<file path="config.mk">
export PLATFORM = sky130hd
export DESIGN_NAME = epg_guard
export DESIGN_NICKNAME = d
export VERILOG_FILES = /design/src/logic/epg_pkg.sv /design/src/logic/epg_array.sv /design/src/logic/epg_guard.sv
export SDC_FILE = /design/constraint.sdc
export NUM_CORES = 2
export LEC_CHECK = 0
export ABC_AREA = 1
export BUFFER_PORTS_ARGS = -buffer_cell sky130_fd_sc_hd__buf_2
export CORE_MARGIN = 5
export CORE_UTILIZATION = 44
export CTS_BUF_LIST = sky130_fd_sc_hd__clkbuf_4 sky130_fd_sc_hd__clkbuf_8
export CTS_CLUSTER_DIAMETER = 120
export DETAILED_ROUTE_END_ITERATION = 7
export SKIP_CTS_REPAIR_TIMING = 1
export SYNTH_ARGS = -nofsm -noshare
export SYNTH_HDL_FRONTEND = slang
export SYNTH_SLANG_ARGS = --single-unit
</file>
<file path="constraint.sdc">
create_clock -name clk_sys -period 39.3 [get_ports clk_sys]
set_input_delay 1.965 -clock clk_sys [delete_from_list [all_inputs] [get_ports clk_sys]]
set_output_delay 1.965 -clock clk_sys [all_outputs]
set_load 0.01 [all_outputs]
</file>
<file path="src/logic/epg_pkg.sv">
// Package with constants and types for the EEPROM power and access guard.
package epg_pkg;
   localparam int EPG_ADDR_W      = 7;
   localparam int EPG_DATA_W      = 8;
   localparam int EPG_PROG_CYCLES = 16;
   localparam int EPG_ERASE_CYC   = 1;
   localparam logic [7:0] EPG_ERASED_BYTE = 8'hFF;
   localparam logic [7:0] EPG_RESET_BYTE  = 8'h00;

   typedef enum logic [4:0] {
      EPG_IDLE  = 5'h01,
      EPG_PROG  = 5'h02,
      EPG_WAIT  = 5'h04,
      EPG_HALT  = 5'h08,
      EPG_ERASE = 5'h10
   } epg_state_e;
endpackage

</file>
<file path="src/logic/epg_array.sv">
// Byte-wide flip-flop storage that models the EEPROM cells.
`timescale 1ns/1ps
module epg_array
   import epg_pkg::*;
#(
   parameter int DEPTH = 1 << EPG_ADDR_W
) (
   input  wire logic                  clk_sys,
   input  wire logic                  rst_n,
   input  wire logic                  wr_en,
   input  wire logic                  clr_all,
   input  wire logic [EPG_ADDR_W-1:0] wr_addr,
   input  wire logic [EPG_DATA_W-1:0] wr_data,
   input  wire logic [EPG_ADDR_W-1:0] rd_addr,
   output logic      [EPG_DATA_W-1:0] rd_data
);
   typedef struct packed {
      logic [DEPTH-1:0][EPG_DATA_W-1:0] mem;
      logic [EPG_DATA_W-1:0]            rd;
   } epg_array_s;

   epg_array_s st;
   epg_array_s next_st;

   always_comb begin
      next_st = st;
      if (clr_all) begin
         for (int i = 0; i < DEPTH; i++) begin
            next_st.mem[i] = EPG_ERASED_BYTE;
         end
      end else if (wr_en) begin
         next_st.mem[wr_addr] = wr_data;
      end
      next_st.rd = st.mem[rd_addr];
   end

   always_ff @(posedge clk_sys or negedge rst_n) begin
      if (!rst_n) begin
         st <= '{default: '1};
      end else begin
         st <= next_st;
      end
   end

   assign rd_data = st.rd;
endmodule // epg_array

</file>
<file path="src/logic/epg_guard.sv">
// Top of the EEPROM power and access guard.
//
// Overview of operation
// - Wait request on wait instruction or active-halt.
// - Wait deferred until running programming cycle ends.
// - Halt instruction enters halt immediately, aborting.
// - Latch mode set: reads leave bus undriven.
// - Latch mode clear: writes capture nothing.
// - Reset during programming leaves data unguaranteed.
// - Protection blocks external read-out and rewriting.
// - Removing protection first erases both memories.
// - One option bit protects both memories together.
`timescale 1ns/1ps
module epg_guard
   import epg_pkg::*;
#(
   parameter int PROG_CYCLES = EPG_PROG_CYCLES
) (
   input  wire logic                  clk_sys,
   input  wire logic                  reset_n,
   input  wire logic                  wait_for_interrupt_instr,
   input  wire logic                  active_halt_entry,
   input  wire logic                  halt_instr,
   input  wire logic                  wake_event,
   input  wire logic                  eeprom_latch_mode,
   input  wire logic                  prog_start,
   input  wire logic                  bus_rd,
   input  wire logic                  bus_wr,
   input  wire logic [EPG_ADDR_W-1:0] bus_addr,
   input  wire logic [EPG_DATA_W-1:0] bus_wdata,
   input  wire logic                  external_access,
   input  wire logic                  readout_protect_opt,
   input  wire logic                  option_reprogram,
   output logic      [EPG_DATA_W-1:0] bus_rdata,
   output logic                       bus_rdata_oe,
   output logic                       prog_busy,
   output logic                       eeprom_in_wait,
   output logic                       eeprom_in_halt,
   output logic                       program_mem_erase,
   output logic                       protect_active
);
   localparam int CNT_W = $clog2(PROG_CYCLES + 1);

   typedef struct packed {
      epg_state_e            state;
      logic                  wait_pend;
      logic [CNT_W-1:0]      cnt;
      logic [EPG_DATA_W-1:0] lat_data;
      logic [EPG_ADDR_W-1:0] lat_addr;
      logic                  lat_valid;
      logic                  rd_oe;
      logic                  protect;
      logic                  pm_erase;
   } epg_guard_s;

   epg_guard_s st;
   epg_guard_s next_st;
   logic       rst_n;
   logic       arr_wr;
   logic       arr_clr;
   logic       blocked;
   // The reset synchroniser runs on the raw reset, so it lives outside the state struct.
   logic [1:0] rst_sync;

   // Wait is requested by the wait instruction or by active-halt entry.
   function automatic logic wait_request(
      input logic wait_instr,
      input logic ahalt_entry
   );
      return wait_instr || ahalt_entry;
   endfunction

   // A read may drive the data bus only in read mode and when not blocked.
   function automatic logic read_allowed(
      input logic latch_mode,
      input logic blk
   );
      return !latch_mode && !blk;
   endfunction

   // Bus data reaches the write latch only in latch mode, unblocked and between cycles.
   function automatic logic write_allowed(
      input logic       latch_mode,
      input logic       blk,
      input epg_state_e cur
   );
      return latch_mode && !blk && (cur != EPG_PROG);
   endfunction

   // A programming cycle needs a latched byte and no protection in force.
   function automatic logic prog_allowed(
      input logic have_byte,
      input logic prot
   );
      return have_byte && !prot;
   endfunction

   always_ff @(posedge clk_sys or negedge reset_n) begin
      if (!reset_n) begin
         rst_sync <= 2'h0;
      end else begin
         rst_sync <= {rst_sync[0], 1'b1};
      end
   end

   assign rst_n = rst_sync[1];
   // Protection covers program memory and EEPROM together.
   assign blocked = st.protect && external_access;

   always_comb begin
      next_st          = st;
      arr_wr           = 1'b0;
      arr_clr          = 1'b0;
      next_st.pm_erase = 1'b0;
      next_st.rd_oe    = bus_rd && read_allowed(eeprom_latch_mode, blocked);
      if (wait_request(wait_for_interrupt_instr, active_halt_entry)) begin
         next_st.wait_pend = 1'b1;
      end
      if (bus_wr && write_allowed(eeprom_latch_mode, blocked, st.state)) begin
         next_st.lat_data  = bus_wdata;
         next_st.lat_addr  = bus_addr;
         next_st.lat_valid = 1'b1;
      end
      if (option_reprogram && st.protect && !readout_protect_opt) begin
         // Protection removal wipes both memories before unlocking.
         next_st.state    = EPG_ERASE;
         next_st.pm_erase = 1'b1;
      end else if (halt_instr) begin
         // Any cycle in progress is dropped; its cells may be corrupted.
         next_st.state     = EPG_HALT;
         next_st.cnt       = '0;
         next_st.wait_pend = 1'b0;
         next_st.lat_valid = 1'b0;
      end else begin
         case (st.state)
            EPG_IDLE: begin
               if (next_st.wait_pend) begin
                  next_st.state     = EPG_WAIT;
                  next_st.wait_pend = 1'b0;
               end else if (prog_start && prog_allowed(st.lat_valid, st.protect)) begin
                  next_st.state = EPG_PROG;
                  next_st.cnt   = CNT_W'(PROG_CYCLES);
               end
            end
            EPG_PROG: begin
               if (st.cnt == CNT_W'(1)) begin
                  arr_wr            = 1'b1;
                  next_st.lat_valid = 1'b0;
                  next_st.cnt       = '0;
                  next_st.state     = next_st.wait_pend ? EPG_WAIT : EPG_IDLE;
                  next_st.wait_pend = 1'b0;
               end else begin
                  next_st.cnt = st.cnt - CNT_W'(1);
               end
            end
            EPG_WAIT, EPG_HALT: begin
               // A request seen while parked must not park the block again after wake.
               next_st.wait_pend = 1'b0;
               if (wake_event) begin
                  next_st.state = EPG_IDLE;
               end
            end
            EPG_ERASE: begin
               arr_clr           = 1'b1;
               next_st.protect   = 1'b0;
               next_st.lat_valid = 1'b0;
               next_st.state     = EPG_IDLE;
            end
            default: begin
               next_st.state = EPG_IDLE;
            end
         endcase
      end
      if (st.state != EPG_ERASE && readout_protect_opt) begin
         next_st.protect = 1'b1;
      end
   end

   always_ff @(posedge clk_sys or negedge rst_n) begin
      if (!rst_n) begin
         // Reset abandons any programming cycle; stored bytes carry no guarantee.
         st.state     <= EPG_IDLE;
         st.wait_pend <= 1'b0;
         st.cnt       <= '0;
         st.lat_data  <= EPG_RESET_BYTE;
         st.lat_addr  <= '0;
         st.lat_valid <= 1'b0;
         st.rd_oe     <= 1'b0;
         st.protect   <= 1'b0;
         st.pm_erase  <= 1'b0;
      end else begin
         st.state     <= next_st.state;
         st.wait_pend <= next_st.wait_pend;
         st.cnt       <= next_st.cnt;
         st.lat_data  <= next_st.lat_data;
         st.lat_addr  <= next_st.lat_addr;
         st.lat_valid <= next_st.lat_valid;
         st.rd_oe     <= next_st.rd_oe;
         st.protect   <= next_st.protect;
         st.pm_erase  <= next_st.pm_erase;
      end
   end

   // Cell storage; a programmed byte lands on the last cycle of programming.
   epg_array u_array (
      .clk_sys (clk_sys),
      .rst_n   (rst_n),
      .wr_en   (arr_wr),
      .clr_all (arr_clr),
      .wr_addr (st.lat_addr),
      .wr_data (st.lat_data),
      .rd_addr (bus_addr),
      .rd_data (bus_rdata)
   );

   assign bus_rdata_oe      = st.rd_oe;
   assign prog_busy         = (st.state == EPG_PROG);
   assign eeprom_in_wait    = (st.state == EPG_WAIT);
   assign eeprom_in_halt    = (st.state == EPG_HALT);
   assign program_mem_erase = st.pm_erase;
   assign protect_active    = st.protect;
endmodule // epg_guard

</file>
; After elaboration in Yosys (flattened, before gate mapping)
; Cells that the tools add are included.
[classes]
addsub = 1
order_cmp = 3
eq_ne = 15
muxes = 39
bitwise_logic = 1
reduce_logical = 25
[ops]
columns = operator, count
row1 = $mux W1024, 2
row2 = $bwmux W1024, 1
row3 = $bmux W8 S7, 1
row4 = $demux W8 S7, 1
row5 = $mux W5, 7
row6 = $mux W1, 17
row7 = $lt A7 B8 Y1 const B, 2
row8 = $mux W8, 2
row9 = $pmux W5 S3, 1
row10 = $logic_and A1 B1 Y1, 12
row11 = $mux W6, 2
row12 = $mux W11, 1
row13 = $eq A5 B1 Y1 const B, 2
row14 = $ne A5 B5 Y1 const B, 2
row15 = $pmux W5 S2, 1
row16 = $ge A7 B1 Y1 const B, 1
row17 = $ne A3 B3 Y1 const B, 2
row18 = $reduce_and A3 Y1, 2
row19 = $eq A5 B2 Y1 const B, 1
row20 = $eq A5 B3 Y1 const B, 1
row21 = $eq A5 B4 Y1 const B, 1
row22 = $eq A5 B5 Y1 const B, 1
row23 = $ne A5 B2 Y1 const B, 1
row24 = $sub A5 B1 Y5 const B, 1
row25 = other kinds (13), 19
[word_totals]
ff_bits = 1064
inputBits = 28
output_inout_bits = 14

; Logic depth before layout (Yosys ltp)
[logic_depth]
word_depth = 10
mapped_depth = 15
ltp_nobuf = 11

; Modules after synthesis
; A second synthesis with hierarchy kept.
[hier_totals]
hier_cells = 6330
hier_area_um2 = 51560.7
[by_module_without_submodules]
columns = mod, instances, cells_each, area_per_inst_um2, seq_area_each_um2
row1 = epg_array, 1, 6133, 49980.4, 27116.0
row2 = epg_guard, 1, 197, 1580.3, 802.0

; Least setup slack after synthesis
; No wires, ideal clock.
[synth_timing]
path_type = input port to flip-flop
from = input readout_protect_opt
to = register u_array.st[224] (netlist name)
setup_time_ps = 82
arrival_time_ps = 3337
t_required_ps = 39218
slack_ps = 35880
stages = 9
cell_sequence = nor2_1 > nand2_2 > nand2_1 > nor3_1 > buf_2 > buf_2 > nand2_1 > nand2_2 > mux2_2
[synth_between]
elab_chain_cells = 4
elab_cells_between_ends = 6
classes_between = 3 x mux / 3 x reduce/logical
[synth_rtl]
columns = item, line
row1 = start: declaration, epg_guard.sv:32  ; input wire logic readout_protect_opt,
row2 = $logic_not A1 Y1 (*), epg_guard.sv:124  ; if (option_reprogram && st.protect && !readout_protect_opt) begin
row3 = $logic_and A1 B1 Y1 (*), epg_guard.sv:124
row4 = $mux W1, epg_guard.sv:124
row5 = $mux W1024 or $reduce_bool A2 Y1 (tied branches), n/a
row6 = end signal: assignment, epg_array.sv:41  ; st <= next_st;
row7 = end: declaration, epg_array.sv:22  ; epg_array_s st;
; Every way passes the cells marked *; elsewhere a longest branch is shown, timed or not.
; A chain may end at the register's enable or synchronous reset.

; Worst setup path after layout
[layout_timing]
from = input readout_protect_opt
to = register u_array.st[227] (netlist name)
; Same word-level chain as after synthesis.

==> results.toml <==
[worst_setup_path]
critPathRequiredTime_ns = 40.12
crit_family = "buffers and inverters"
regToRegSetupSlack_ns = 34.85
cp_common_cell = "buf_4"
slowest_delay_ns = 0.89
path_cells = "buf_2 > nor2_1 > nand2_2 > nand2_1 > nor2_4 > buf_4 > buf_4 > or2_4 > buf_4 > mux2_2"
crit_buf_inv = 4
worstPathArrival_ns = 5.73
crit_fanout = 79
slowest_stage = "buf_4"
path_class = "input port to flip-flop"
end_kind = "flip-flop"
start_kind = "input port"

[clock_network]
insertion_delay_ns = 0.91
cts_tree = "yes"
clockRootBuffer = "clkbuf_8"
cts_made_buffers = 183
cts_sinks = 1064
cts_buffer_depth = 3
h-tree-depth = 4
path_clk_slew_ns = 0.06

[die]
ioPinCount = 42
start_util = 0.442
dieWidth_um = 359
die_h_um = 359
num_rows = 128
coreArea_um2 = 122000
die_area_um2 = 129000

[timing]
finalSetupViolCount = 0
layout_setup_ws_ns = 34.39
max_freq_mhz = 204
tightest_slew_ns = 1.13
layout_min_cycle_time_ns = 4.91
fin_crit_sh = 0.125
rsz0062_at_grt = "false"
finalMaxSlewViolations = 0
finalSetupTns_ns = 0
hold_viol = 0
relSlewSlack = 0.245
skew_ns = 0.0430

[layout]
area_growth_pct = 7.31
post-route-util = 0.474
final_common_cell = "nand2_1"
drive_above_1_share = 0.293
layout.nets = 6069
fill_cells = 11852
layout_common_cells = "nand2_1, nand3_1, dfstp_2, nor2_1, a21oi_1"

[synth]
netlist_area_um2 = 53700
synth_cell_types = 41
ys_ff_latch = 1064
synth-warning-count = 0
yosysSeqAreaShare = 0.520
async_reset_ff_frac = 1.00
synthCells = 6269
syn-num-nets = 6299
synth-main-ff-cell = "dfstp_2"
synth-edff-count = 0
syn_avg_cell_area_um2 = 8.56

[placed_design]
gp_congestion = 0.818
port_buffers = 41
dp_slack_ns = 33.58
hpwl_mm = 92.9

[route]
first_iter_violations = 4494
wire_per_inst_um = 21.0
viasPerCell = 5.67
drc = 0
wl_mm = 164
detail-route-antenna-nets = 0
vias = 44141
drt_first_pass_iters = 5

[power_and_ir_drop]
max-vdd-ir-drop_mv = 0.0373
power_density_nw_per_um2 = 68.4
p_leak_nw = 24.9

[global_routing]
grt_max_degree = 205
grt-ovfl-total = 0
grt_pass1_vias = 42434
grt_antenna_before_repair = 4
grt_pass1_wl_mm = 255
gr-usage-all-layers = 0.247

[worst_hold_path]
hold_class = "flip-flop to flip-flop"

[job]
maxCapViolations = 0

[outcome]
status = "finished clean"
worst register-to-register path, cell delays in order (launching register included):
cell	delay, ns
dfrtp_4	1.04
buf_4	0.79
buf_4	0.87
buf_4	0.85
buf_4	0.93
Yosys cell counts (42+ instances only):
library cell,number,area (um^2)
dfstp_2,1033,27100
a21oi_2,70,613
nand2_4,76,856
buf_2,153,766
mux2_2,152,1710
a21oi_1,442,2210
nand3_1,1095,5480
clkbuf_1,250,938
o22a_1,144,1260
inv_1,42,158
a31oi_1,221,1380
nand2_1,1638,6150
nor2_1,711,2670
kinds of logic after synthesis:
group	after synthesis	share of synthesized area
XOR/XNOR	2	0.000326
flip-flops	1064	0.520
AND/OR/NAND/NOR	3564	0.288
AO/OA/AOI/OAI	906	0.105
buffers and inverters	578	0.0543
other	1	0.0000699
multiplexers	152	0.0319
adder cells (fa/ha/maj)	2	0.000466
routing by layer:
layer	global-route usage	routed length, um	share of wire	vias to the layer above
li1	-	-	-	20611
met1	0.356	74200	0.45	21656
met2	0.380	73900	0.45	1570
met3	0.0403	10900	0.066	300
met4	0.0818	4820	0.029	4
met5	0	23	0.00014	-
path summary, 6_finish.rpt:
path / startpoint / endpoint / cells past startpoint
setup / recovery: readout_protect_opt / u_array.st[227] / 10
hold / removal: rst_sync[0] / rst_sync[1] / 0
setup reg to reg: rst_sync[1] / u_array.st[954] / 4
hold reg to reg: rst_sync[0] / rst_sync[1] / 0
max in group asynchronous: rst_sync[1] / u_array.st[954] / 4
min in group asynchronous: rst_sync[1] / bus_rdata_oe / 0
per-stage QoR:
| step | area [um^2] | cells | hold WS, ns | power (mW) |
|---|---|---|---|---|
| final | 57600 | 7790 | 0.351 | 3.94 |
| after global routing | 57600 | 7789 | 0.375 | 4.18 |
| after CTS | 57600 | 7788 | 0.355 | 3.96 |
| after detailed placement | 53900 | 7479 | 0.341 | 2.93 |
| after global placement | 53900 | 7479 | 0.338 | 2.89 |
| after floorplan | 53700 | 6269 | 0.331 | 2.67 |
power breakdown:
group / total [mW] / internal, mW / switching, mW
Combinational: 0.908 / 0.359 / 0.549
Clock: 1.02 / 0.558 / 0.466
Sequential: 2.01 / 1.79 / 0.218
Total: 3.94 / 2.71 / 1.23
flip-flops by register name, summed over array words and instances, names as in the netlist:
signal,cells
u_array.st,1024
protect_active,1
program_mem_erase,1
u_array.rd_data,8
rst_sync,2
bus_rdata_oe,1
st,27
area by class of cell:
class,instances,area (um^2),area share
clock buffer,279,3460,0.0600
inverter,50,213,0.00369
multi-input combinational,4627,22900,0.398
sequential,1064,27900,0.485
timing repair buffer,113,856,0.0149
antenna,2,5.00,0.0000869
clock inverter,30,208,0.00361
tap,1625,2030,0.0353
No activity file was read; power rests on OpenSTA's default activity.
